`src/cibc_defines.svh`:
```
// Offsets, field positions, codes and reset values for the channel input
// and bias configuration bank.
// Assumes inclusion by bare name from every file that needs the constants.
`ifndef CIBC_DEFINES_SVH
`define CIBC_DEFINES_SVH

// ==========================================================
// Register offsets
`define CIBC_ADDR_BIAS 8'h3B
`define CIBC_ADDR_CH1_IN 8'h3C
`define CIBC_ADDR_FIRST_ANALOG_GAIN 8'h3D

// ==========================================================
// Field positions and widths
`define CIBC_LVL_LSB 4
`define CIBC_LVL_W 3
`define CIBC_FS_LSB 0
`define CIBC_FS_W 2
`define CIBC_KIND_BIT 7
`define CIBC_SRC_LSB 5
`define CIBC_SRC_W 2
`define CIBC_DC_BIT 4
`define CIBC_IMP_LSB 2
`define CIBC_IMP_W 2
`define CIBC_ENH_BIT 0
`define CIBC_GAIN_LSB 2
`define CIBC_GAIN_W 6

// ==========================================================
// Field codes
`define CIBC_LVL_REF 3'h0
`define CIBC_LVL_X1096 3'h1
`define CIBC_LVL_SUPPLY 3'h6
`define CIBC_FS_2P75 2'h0
`define CIBC_FS_2P5 2'h1
`define CIBC_FS_1P375 2'h2
`define CIBC_SRC_DIFF 2'h0
`define CIBC_SRC_SINGLE 2'h1
`define CIBC_SRC_PDM 2'h2
`define CIBC_IMP_2K5 2'h0
`define CIBC_IMP_10K 2'h1
`define CIBC_IMP_20K 2'h2
`define CIBC_GAIN_MAX 6'h2A

// ==========================================================
// Reset values
`define CIBC_FIELD_RST 8'h00
`define CIBC_RDATA_RST 8'h00

`endif

```
`src/cibc_pkg.sv`:
```
// Types shared by the configuration bank and its users.
// Assumes nothing beyond a SystemVerilog compiler.
`default_nettype none

package cibc_pkg;

   // ==========================================================
   // Register port request
   typedef struct packed {
      logic wr;         // Write strobe, one cycle
      logic rd;         // Read strobe, one cycle
      logic [7:0] addr; // Register offset
      logic [7:0] wdata; // Write data
   } cibc_reg_req_t;

   // ==========================================================
   // Decoded analog front end selects
   typedef struct packed {
      logic bias_ref;          // Bias equals reference
      logic bias_ref_x1096;    // Bias is reference times 1.096
      logic bias_supply;       // Bias is analog supply
      logic bias_rsvd;         // Reserved bias code held
      logic ref_2p75;          // Reference 2.75 V
      logic ref_2p5;           // Reference 2.5 V
      logic ref_1p375;         // Reference 1.375 V
      logic ref_rsvd;          // Reserved reference code held
      logic line_input;        // Line input, else microphone
      logic src_diff;          // Analog differential
      logic src_single;        // Analog single-ended
      logic src_pdm;           // Pulse density microphone
      logic src_rsvd;          // Reserved source code held
      logic dc_couple;         // DC coupling, else AC
      logic imp_2k5;           // 2.5 kohm input
      logic imp_10k;           // 10 kohm input
      logic imp_20k;           // 20 kohm input
      logic imp_rsvd;          // Reserved impedance code held
      logic range_enhancer_on; // Range enhancer running
      logic auto_gain_on;      // Automatic gain running
      logic [5:0] gain_db;     // Analog gain in dB
      logic gain_rsvd;         // Reserved gain code held
   } cibc_afe_sel_t;

endpackage : cibc_pkg

`default_nettype wire

```
`src/cibc_field_reg.sv`:
```
// One writable configuration field with synchronous reset.
// Assumes a single clock and an active low synchronous reset.
`timescale 1ns/1ps
`default_nettype none

module cibc_field_reg #(
   parameter int W = 1,
   parameter logic [W-1:0] RST = '0
) (
   input wire logic ref_clk_i,
   input wire logic reset_n_i,
   input wire logic wr_en_i,
   input wire logic [W-1:0] wdata_i,
   output logic [W-1:0] field_o
);

   // ==========================================================
   // Elaboration check
   if (W < 1 || W > 8)
   begin : g_bad_w
      $error("field width must be 1 to 8");
   end

   logic [W-1:0] field_ff;  // Stored field
   logic [W-1:0] nxt_field; // Next field

   // Load on write, else hold
   always_comb
   begin
      nxt_field = field_ff;
      if (wr_en_i)
      begin
         nxt_field = wdata_i;
      end
   end

   // Register with reset to the RST code
   always_ff @(posedge ref_clk_i)
   begin
      if (!reset_n_i)
      begin
         field_ff <= RST;
      end
      else
      begin
         field_ff <= nxt_field;
      end
   end

   assign field_o = field_ff;

endmodule : cibc_field_reg

`default_nettype wire

```
`src/cibc_bank.sv`:
```
// Bias, full-scale and first channel input configuration register bank.
// Assumes a control port front end that turns serial accesses into
// one-cycle read and write strobes synchronous to ref_clk_i.
//
// Notes on behaviour
// - Bias code 0 ref, 1 x1.096, 6 supply
// - Full-scale code 0 2.75V, 1 2.5V, 2 1.375V
// - Input register bit 7: microphone or line
// - Source code: differential, single-ended, PDM, reserved
// - Input register bit 4: AC or DC
// - Impedance code: 2.5k, 10k, 20k, reserved
// - Bit 0 enables enhancer or gain control
// - Gain bits 7-2 give 0 to 42 dB
`timescale 1ns/1ps
`default_nettype none
`include "cibc_defines.svh"

module cibc_bank #(
   parameter int GAIN_MAX_CODE = 42
) (
   input wire logic ref_clk_i,
   input wire logic reset_n_i,
   input wire cibc_pkg::cibc_reg_req_t reg_req_i,
   input wire logic gain_mode_sel_i,
   output logic [7:0] reg_rdata_o,
   output logic reg_rvalid_o,
   output cibc_pkg::cibc_afe_sel_t afe_sel_o
);

   // ==========================================================
   // Elaboration check
   if (GAIN_MAX_CODE < 0 || GAIN_MAX_CODE > 63)
   begin : g_bad_gain
      $error("GAIN_MAX_CODE must fit six bits");
   end

   localparam logic [5:0] GAIN_MAX = 6'(GAIN_MAX_CODE); // Highest legal gain

   // ==========================================================
   // Write decode
   logic wr_bias; // Write to bias register
   logic wr_in;   // Write to input register
   logic wr_gain; // Write to gain register

   assign wr_bias = reg_req_i.wr && (reg_req_i.addr == `CIBC_ADDR_BIAS);
   assign wr_in = reg_req_i.wr && (reg_req_i.addr == `CIBC_ADDR_CH1_IN);
   assign wr_gain = reg_req_i.wr && (reg_req_i.addr == `CIBC_ADDR_FIRST_ANALOG_GAIN);

   // ==========================================================
   // Field storage; reserved positions have no storage
   logic [2:0] mic_bias_level;         // Bias level code
   logic [1:0] fullscale_ref_sel;      // Reference code
   logic first_input_kind;             // Line when set
   logic [1:0] first_input_source;     // Source code
   logic first_coupling_sel;           // DC when set
   logic [1:0] first_input_impedance;  // Impedance code
   logic first_range_enhance_en;       // Enhancer or gain enable
   logic [5:0] first_analog_gain;      // Gain code

   cibc_field_reg #(.W(3), .RST(3'(`CIBC_FIELD_RST))) u_lvl (
      .ref_clk_i(ref_clk_i), .reset_n_i(reset_n_i), .wr_en_i(wr_bias),
      .wdata_i(reg_req_i.wdata[`CIBC_LVL_LSB +: `CIBC_LVL_W]),
      .field_o(mic_bias_level));
   cibc_field_reg #(.W(2), .RST(2'(`CIBC_FIELD_RST))) u_fs (
      .ref_clk_i(ref_clk_i), .reset_n_i(reset_n_i), .wr_en_i(wr_bias),
      .wdata_i(reg_req_i.wdata[`CIBC_FS_LSB +: `CIBC_FS_W]),
      .field_o(fullscale_ref_sel));
   cibc_field_reg #(.W(1), .RST(1'(`CIBC_FIELD_RST))) u_kind (
      .ref_clk_i(ref_clk_i), .reset_n_i(reset_n_i), .wr_en_i(wr_in),
      .wdata_i(reg_req_i.wdata[`CIBC_KIND_BIT]),
      .field_o(first_input_kind));
   cibc_field_reg #(.W(2), .RST(2'(`CIBC_FIELD_RST))) u_src (
      .ref_clk_i(ref_clk_i), .reset_n_i(reset_n_i), .wr_en_i(wr_in),
      .wdata_i(reg_req_i.wdata[`CIBC_SRC_LSB +: `CIBC_SRC_W]),
      .field_o(first_input_source));
   cibc_field_reg #(.W(1), .RST(1'(`CIBC_FIELD_RST))) u_dc (
      .ref_clk_i(ref_clk_i), .reset_n_i(reset_n_i), .wr_en_i(wr_in),
      .wdata_i(reg_req_i.wdata[`CIBC_DC_BIT]),
      .field_o(first_coupling_sel));
   cibc_field_reg #(.W(2), .RST(2'(`CIBC_FIELD_RST))) u_imp (
      .ref_clk_i(ref_clk_i), .reset_n_i(reset_n_i), .wr_en_i(wr_in),
      .wdata_i(reg_req_i.wdata[`CIBC_IMP_LSB +: `CIBC_IMP_W]),
      .field_o(first_input_impedance));
   cibc_field_reg #(.W(1), .RST(1'(`CIBC_FIELD_RST))) u_enh (
      .ref_clk_i(ref_clk_i), .reset_n_i(reset_n_i), .wr_en_i(wr_in),
      .wdata_i(reg_req_i.wdata[`CIBC_ENH_BIT]),
      .field_o(first_range_enhance_en));
   cibc_field_reg #(.W(6), .RST(6'(`CIBC_FIELD_RST))) u_gain (
      .ref_clk_i(ref_clk_i), .reset_n_i(reset_n_i), .wr_en_i(wr_gain),
      .wdata_i(reg_req_i.wdata[`CIBC_GAIN_LSB +: `CIBC_GAIN_W]),
      .field_o(first_analog_gain));

   // ==========================================================
   // Read path
   logic [7:0] rdata_ff;     // Registered read data
   logic [7:0] nxt_rdata;    // Next read data
   logic rvalid_ff;          // Read answer pulse
   logic nxt_rvalid;         // Next answer pulse

   // Assemble read word; reserved bits and unmapped offsets read zero
   always_comb
   begin
      nxt_rdata = rdata_ff;
      nxt_rvalid = reg_req_i.rd;
      if (reg_req_i.rd)
      begin
         nxt_rdata = `CIBC_RDATA_RST;
         unique case (reg_req_i.addr)
            `CIBC_ADDR_BIAS:
            begin
               nxt_rdata[`CIBC_LVL_LSB +: `CIBC_LVL_W] = mic_bias_level;
               nxt_rdata[`CIBC_FS_LSB +: `CIBC_FS_W] = fullscale_ref_sel;
            end
            `CIBC_ADDR_CH1_IN:
            begin
               nxt_rdata[`CIBC_KIND_BIT] = first_input_kind;
               nxt_rdata[`CIBC_SRC_LSB +: `CIBC_SRC_W] = first_input_source;
               nxt_rdata[`CIBC_DC_BIT] = first_coupling_sel;
               nxt_rdata[`CIBC_IMP_LSB +: `CIBC_IMP_W] = first_input_impedance;
               nxt_rdata[`CIBC_ENH_BIT] = first_range_enhance_en;
            end
            `CIBC_ADDR_FIRST_ANALOG_GAIN:
            begin
               nxt_rdata[`CIBC_GAIN_LSB +: `CIBC_GAIN_W] = first_analog_gain;
            end
            default:
            begin
               // Unmapped offset answers zero
               nxt_rdata = `CIBC_RDATA_RST;
            end
         endcase
      end
   end

   // Register read answer
   always_ff @(posedge ref_clk_i)
   begin
      if (!reset_n_i)
      begin
         rdata_ff <= `CIBC_RDATA_RST;
         rvalid_ff <= 1'b0;
      end
      else
      begin
         rdata_ff <= nxt_rdata;
         rvalid_ff <= nxt_rvalid;
      end
   end

   assign reg_rdata_o = rdata_ff;
   assign reg_rvalid_o = rvalid_ff;

   // ==========================================================
   // Front end decode
   cibc_pkg::cibc_afe_sel_t sel_ff;  // Registered selects
   cibc_pkg::cibc_afe_sel_t nxt_sel; // Next selects

   // Turn field codes into one-hot selects
   always_comb
   begin
      nxt_sel = '0;
      nxt_sel.bias_ref = (mic_bias_level == `CIBC_LVL_REF);
      nxt_sel.bias_ref_x1096 = (mic_bias_level == `CIBC_LVL_X1096);
      nxt_sel.bias_supply = (mic_bias_level == `CIBC_LVL_SUPPLY);
      nxt_sel.bias_rsvd = !(nxt_sel.bias_ref || nxt_sel.bias_ref_x1096
                            || nxt_sel.bias_supply);
      nxt_sel.ref_2p75 = (fullscale_ref_sel == `CIBC_FS_2P75);
      nxt_sel.ref_2p5 = (fullscale_ref_sel == `CIBC_FS_2P5);
      nxt_sel.ref_1p375 = (fullscale_ref_sel == `CIBC_FS_1P375);
      nxt_sel.ref_rsvd = (fullscale_ref_sel == 2'h3);
      nxt_sel.line_input = first_input_kind;
      nxt_sel.src_diff = (first_input_source == `CIBC_SRC_DIFF);
      nxt_sel.src_single = (first_input_source == `CIBC_SRC_SINGLE);
      nxt_sel.src_pdm = (first_input_source == `CIBC_SRC_PDM);
      nxt_sel.src_rsvd = (first_input_source == 2'h3);
      nxt_sel.dc_couple = first_coupling_sel;
      nxt_sel.imp_2k5 = (first_input_impedance == `CIBC_IMP_2K5);
      nxt_sel.imp_10k = (first_input_impedance == `CIBC_IMP_10K);
      nxt_sel.imp_20k = (first_input_impedance == `CIBC_IMP_20K);
      nxt_sel.imp_rsvd = (first_input_impedance == 2'h3);
      // Mode bit low picks enhancer, high picks gain control
      nxt_sel.range_enhancer_on = first_range_enhance_en && !gain_mode_sel_i;
      nxt_sel.auto_gain_on = first_range_enhance_en && gain_mode_sel_i;
      nxt_sel.gain_db = first_analog_gain;
      nxt_sel.gain_rsvd = (first_analog_gain > GAIN_MAX);
   end

   // Register selects so outputs come from flip-flops
   always_ff @(posedge ref_clk_i)
   begin
      if (!reset_n_i)
      begin
         sel_ff <= '0;
      end
      else
      begin
         sel_ff <= nxt_sel;
      end
   end

   assign afe_sel_o = sel_ff;
endmodule : cibc_bank

`default_nettype wire

```
`config.mk`:
```
export PLATFORM = sky130hd
export DESIGN_NAME = cibc_bank
export DESIGN_NICKNAME = d
export VERILOG_FILES = /design/src/cibc_pkg.sv /design/src/cibc_field_reg.sv /design/src/cibc_bank.sv
export VERILOG_INCLUDE_DIRS = /design/src
export SDC_FILE = /design/constraint.sdc
export NUM_CORES = 1
export LEC_CHECK = 0
export CAP_MARGIN = 20
export CORE_MARGIN = 1.5
export CORE_UTILIZATION = 60
export DETAILED_ROUTE_END_ITERATION = 8
export DONT_BUFFER_PORTS = 1
export GPL_TIMING_DRIVEN = 0
export MAX_ROUTING_LAYER = met4
export PLACE_DENSITY = 0.76
export SYNTH_ARGS = -nofsm -noshare
export SYNTH_HDL_FRONTEND = slang
export SYNTH_SLANG_ARGS = --single-unit
```
`constraint.sdc`:
```
create_clock -name ref_clk_i -period 1.3 [get_ports ref_clk_i]
set_input_delay 0.195 -clock ref_clk_i [delete_from_list [all_inputs] [get_ports ref_clk_i]]
set_output_delay 0.195 -clock ref_clk_i [all_outputs]
set_load 0.05 [all_outputs]
```
==> results of run 1 <==
==> per-stage QoR <==
stage	power, uW	utilization [%]
after floorplan	1820	-
after global placement	1840	64.2
after detailed placement	1840	64.2
after CTS	2610	69.3
after global routing	2690	69.3
final	2590	69.3
==> power groups by stage <==
stage	logic, uW	clock network [uW]	registers (uW)
5_1_grt	148	840	1700
3_5_place_dp	105	0	1740
3_3_place_gp	103	0	1730
6_report	138	754	1700
4_1_cts	137	778	1700
2_1_floorplan	86.0	0	1730
==> cells in the mapped netlist <==
library cell / n / area share (%)
buf_6: 4 / 2.2
a21o_1: 1 / 0.36
and2_1: 9 / 2.7
and3_1: 4 / 1.2
nor3_1: 2 / 0.48
a32o_1: 1 / 0.48
and3b_1: 4 / 1.7
and2b_1: 1 / 0.36
nor3b_1: 3 / 1.1
nor2b_1: 19 / 5.7
or2_2: 1 / 0.30
dfxtp_1: 54 / 52
mux2_2: 3 / 1.6
nor2b_2: 1 / 0.42
o21ai_1: 4 / 0.96
and3b_2: 1 / 0.48
and4bb_2: 1 / 0.60
nor2_1: 7 / 1.3
buf_2: 1 / 0.24
nand4_4: 3 / 3.1
nand3b_1: 3 / 1.1
nand2_1: 7 / 1.3
and4b_1: 3 / 1.4
a21boi_1: 5 / 1.8
and2b_2: 1 / 0.42
nor4bb_1: 2 / 0.96
a21oi_1: 1 / 0.24
nand3_1: 4 / 0.96
clkbuf_1: 5 / 0.90
inv_1: 2 / 0.36
and2_4: 1 / 0.42
nand2b_1: 6 / 1.8
nand4_1: 4 / 1.2
mux2i_1: 18 / 8.6
a311o_1: 3 / 1.4
==> cells by family after synthesis <==
logic type             count (synthesis)  synth area share [%]
multiplexers                          21                  10.3
buffers and inverters                 12                  3.66
flip-flops                            54                  51.9
AND/OR/NAND/NOR                       87                  28.9
AO/OA/AOI/OAI                         15                  5.29
==> metal layers <==
metal  vias to the layer above  share of wire, %  routed length, um  track usage, %
met5                         -                 0                  0               -
met2                        53                50               2010            36.4
met4                         0               1.7                 68            8.21
li1                        698                 -                  -               -
met1                       661                42               1680            29.7
met3                         7               6.6                264            7.45
==> how the worst min path moves through the flow <==
| stage | end | cells after the start | from |
|---|---|---|---|
| 2_1_floorplan | afe_sel_o[8] | 1 | gain_mode_sel_i |
| 3_3_place_gp | afe_sel_o[8] | 1 | gain_mode_sel_i |
| 3_5_place_dp | afe_sel_o[8] | 1 | gain_mode_sel_i |
| 4_1_cts | u_kind.field_o | 2 | reg_req_i[7] |
| 5_1_grt | u_kind.field_o | 2 | reg_req_i[7] |
| 6_report | u_kind.field_o | 2 | reg_req_i[7] |
==> what timing repair did <==
item,CTS,global route
hold buffers,11,0
hold endpoints to repair,26,0
endpoints found under the setup margin,0,1
gates resized for setup,0,1
==> state kept, by name (all words and copies together) (netlist names) <==
signal,cells
u_src.field_o,2
u_imp.field_o,2
u_enh.field_o,1
u_fs.field_o,2
afe_sel_o,27
u_gain.field_o,6
u_dc.field_o,1
u_kind.field_o,1
reg_rdata_o,8
reg_rvalid_o,1
u_lvl.field_o,3
==> area by class of cell <==
type / instances / area (um^2)
Sequential cell: 54 / 1080
Fill cell: 254 / 1020
Multi-Input combinational cell: 123 / 926
Timing Repair Buffer: 11 / 110
Buffer: 10 / 68.8
Tap cell: 46 / 57.6
Clock buffer: 5 / 37.5
Clock inverter: 3 / 23.8
Inverter: 2 / 7.51
==> metrics, run 1 <==
status=finished clean; overall routed net length=4010 um; most common cell after layout, fill and taps aside=dfxtp_1; initial antenna violation count=0; total grt overflow=0; Netlist cell types=35; Worst Hold Class=in -> reg; Finish-stage setup viols=0; initial core utilization=62.4%; Finished Cell Area=0.00231 mm^2; final net count=228; Max Clk Rate=789 MHz; Remaining DRCs=0; switching part of the total=24.6%; Critical Path Stages=0; Flop pwr share=65.6%; Switching Power=638 uW; Clock Latency Late Sink=0.38 ns; Internal Pwr Total=1950 uW; TNS Setup=0 ns; reg-to-reg startpoint=u_lvl.field_o[2]; Peak VDD IR=0.626 mV; Slew HR=64.0%; share of layout cells above drive strength 1=12.5%; Max Buffers Root-to-Sink=2; Cell Area, Synth=0.00208 mm^2; RD Place Congestion=0.893; Ant. Diodes=0; vias in the first global route=1231; GR Util All Layers=23.8%; Placed Instances=235; Final ANT Viol Nets=0; Layout Cells excl Fill=254; CTS Buf Count=5; crit start category=register; Worst-path clk slew=0.15 ns; register-to-register setup slack=0.13 ns; Clk network pwr share=29.1%; Max Slew Vio Count=0; TritonCTS clock tree=built; clock skew=0.00676 ns; Final Hold Viols=0; Seq cells post-synth=54; post-synth net total=210; first-pass GRT wire length=6120 um; Routed WL per cell=15.8 um; fin crit period=1.27 ns; dpl hpwl=2840 um; # Max-Cap Violations=0; Yosys warning total=0; vias per std cell=5.59; post-CTS setup buffer count=0; # port buffers=0; RSZ-0062 raised after global routing=no; DP Area=0.00214 mm^2; Slew @ Worst Pin=0.539 ns; Mean Syn Cell Area=11.0 um^2; via count=1419; reg-to-reg endpoint=reg_rdata_o[6]; setup slack after layout=0.0320 ns; Core Rows=21; # IOs=57; crit path to=reg_rdata_o[6]; R2R depth=4; maximum fanout along the worst path=2; post-synthesis cell count=189; post-synthesis sequential area ratio=51.9%; CP Data Required Time=1.11 ns; critical path arrival=1.07 ns; CP Capture Type=output port; Power Density=1120 mW/mm^2; Area Growth Syn to Fin=11.1%; Crit Path Category=reg -> out; H-tree depth=2; Gate power share=5.3%; crit share post-route=97.5%; hold slack final=0.0184 ns; Critical Path Source=reg_rdata_o[6]; die area=0.00383 mm^2; most frequent cells in the layout=dfxtp_1, nor2b_1, mux2i_1; CTS root buffer=clkbuf_4; Core Area=0.00334 mm^2; P_leak=0.00102 uW; clk sinks=54; violation count after the first detailed-route iteration=82; largest net degree at the start of global routing=19; total iterations of the first detailed-routing run=4; DIE HEIGHT=61.9 um; Post-Place Setup Slack=0.142 ns; die width=61.9 um
No activity file was read; power rests on OpenSTA's default activity.
==> inputs of run 2 (changes only) <==
- clock period: 1.3 -> 1.2 ns (I/O delays scaled with it)
==> run 2 against run 1 <==
Register-to-register slack lost 0.09 ns. Clock power grew 9.9%. Core utilization grew 1.4 points. Clock-buffer cell count is the same. Final area grew 2.1%. Hold slack gained 0.086 ns. Critical path depth grew 4. Critical path type is now reg -> reg. Highest routed layer unchanged.
==> metrics, run 2 (synthesis results as in run 1) <==
via count=1419 (unchanged); CP Capture Type=register; # IOs=57 (unchanged); Slew @ Worst Pin=0.460 ns (-0.0798 ns); Routed WL per cell=16.1 um (+2.0%); reg-to-reg startpoint=u_lvl.field_o[1]; Worst-path clk slew=0.16 ns (about the same); CP Data Required Time=1.49 ns (+0.38 ns); crit share post-route=96.9%; hold depth=3 (+1); DIE HEIGHT=61.9 um (unchanged); Peak VDD IR=0.680 mV (+8.6%); most common cell after layout, fill and taps aside=dfxtp_2; register-to-register setup slack=0.04 ns (-0.09 ns); Hold Startpoint=reg_req_i[16]; status=finished clean; share of layout cells above drive strength 1=30.8% (+18 points); crit start category=register; max FFs per register=27 (unchanged); dpl hpwl=2840 um (unchanged); first-pass GRT wire length=6150 um (+0.56%); Core Rows=21 (unchanged); RD Place Congestion=0.893 (unchanged); Layout Utilization=70.8% (+1.4 points); total iterations of the first detailed-routing run=4 (unchanged); Placed Instances=235 (unchanged); GR Util All Layers=23.9% (+0.18 points); Crit Path Category=reg -> reg; Ant. Diodes=0 (unchanged); clk sinks=54 (unchanged); Core Area=0.00334 mm^2 (unchanged); R2R depth=4 (unchanged); Max Buffers Root-to-Sink=2 (unchanged); initial antenna violation count=0 (unchanged); die width=61.9 um (unchanged); post-CTS setup buffer count=0 (unchanged); overall routed net length=4090 um (+2.0%); Final Hold Viols=0 (unchanged); # port buffers=0 (unchanged); violation count after the first detailed-route iteration=89 (+8.5%); crit-path cells=and4b_1 > a311o_1 > nand3_1 > o21ai_1; final net count=228 (unchanged); slowest CP cell=dfxtp_1; critical path arrival=1.46 ns (+0.39 ns); Max stage delay on crit path=0.40 ns; Max Clk Rate=860 MHz; Finish-stage setup viols=0 (unchanged); fin crit period=1.16 ns; vias per std cell=5.59 (unchanged); die area=0.00383 mm^2 (unchanged); Remaining DRCs=0 (unchanged); P_leak=0.00104 uW (+1.7%); # Max-Cap Violations=0 (unchanged); PnR Total Power=2820 uW (+8.9%); TritonCTS clock tree=built; Max Slew Vio Count=0 (unchanged); Power Density=1190 mW/mm^2 (+6.7%); most frequent cells in the layout=dfxtp_2, nor2b_1, mux2i_1; Critical Path Source=u_lvl.field_o[1]; Area Growth Syn to Fin=13.3%; CTS Buf Count=5 (unchanged); Clock Latency Late Sink=0.39 ns (about the same); reg-to-reg endpoint=reg_rdata_o[5]; RSZ-0062 raised after global routing=no; crit path to=reg_rdata_o[5]; TNS Setup=0 ns (unchanged); initial core utilization=62.4% (unchanged); Worst Hold Class=in -> reg; Fill cells=240 (-5.5%); vias in the first global route=1241 (+0.81%); largest net degree at the start of global routing=19 (unchanged); H-tree depth=2 (unchanged); Layout Cells excl Fill=254 (unchanged); CTS root buffer=clkbuf_4; clock skew=0.0116 ns (+0.00487 ns); Slew HR=69.4% (+5.4 points); maximum fanout along the worst path=6 (+4); total grt overflow=0 (unchanged); Final ANT Viol Nets=0 (unchanged)
-- run 2: cell types whose count changed in the layout (fill, tap and decap cells not counted) --
cell     previous run  this run
dfxtp_1            53        15
dfxtp_2             1        39
-- run 2: power by group --
group | switching [uW] | internal (uW) | leakage (uW)
clock network | 593 | 236 | 0.0000278
registers | 36.8 | 1800 | 0.000454
logic | 74.9 | 75.9 | 0.000556
-- run 2: worst min-delay path by stage --
| stage | end | slack (ns) |
|---|---|---|
| global placement | afe_sel_o[8] | 0.25 |
| global route | u_fs.field_o[0] | 0.09 |
| detailed placement | afe_sel_o[8] | 0.26 |
| floorplan | afe_sel_o[8] | 0.25 |
| CTS | reg_rdata_o[7] | 0.09 |
| finish | reg_rdata_o[7] | 0.10 |
-- run 2: metrics by stage --
step	area [um^2]	hold WS (ns)	setup WS [ns]
final	2360	0.104	0.0367
after global routing	2360	0.0937	0.00199
after CTS	2360	0.0913	0.0317
after detailed placement	2140	0.255	0.0548
after global placement	2140	0.254	0.0743
after floorplan	2080	0.252	0.138
-- run 2: area by class of cell --
cell class / count / area (um^2) / share of cell area, %
multi-input combinational: 123 / 926 / 39.2
buffer: 10 / 68.8 / 2.91
tap: 46 / 57.6 / 2.44
inverter: 2 / 7.51 / 0.318
clock inverter: 3 / 23.8 / 1.01
timing repair buffer: 11 / 110 / 4.66
sequential: 54 / 1130 / 47.9
clock buffer: 5 / 37.5 / 1.59
-- run 2: timing repair --
action | 4_1_cts | 5_1_grt
hold buffers | 11 | 0
endpoints found under the hold margin | 27 | 0
resized for setup | 36 | 3
setup endpoints to repair | 36 | 2
-- run 2: worst max-delay path, delay by kind of cell (launching register included) --
kind | cells | cell delay, ns
AND/OR/NAND/NOR | 2 | 0.30
AO/OA/AOI/OAI | 2 | 0.37
flip-flops | 1 | 0.40
-- run 2: layer usage --
metal | global-route usage (%) | up-vias | part of all wire, %
met1 | 30.0 | 663 | 43
met2 | 36.7 | 54 | 49
li1 | - | 695 | -
met5 | - | - | 0
met3 | 7.25 | 7 | 6.4
met4 | 8.21 | 0 | 1.7
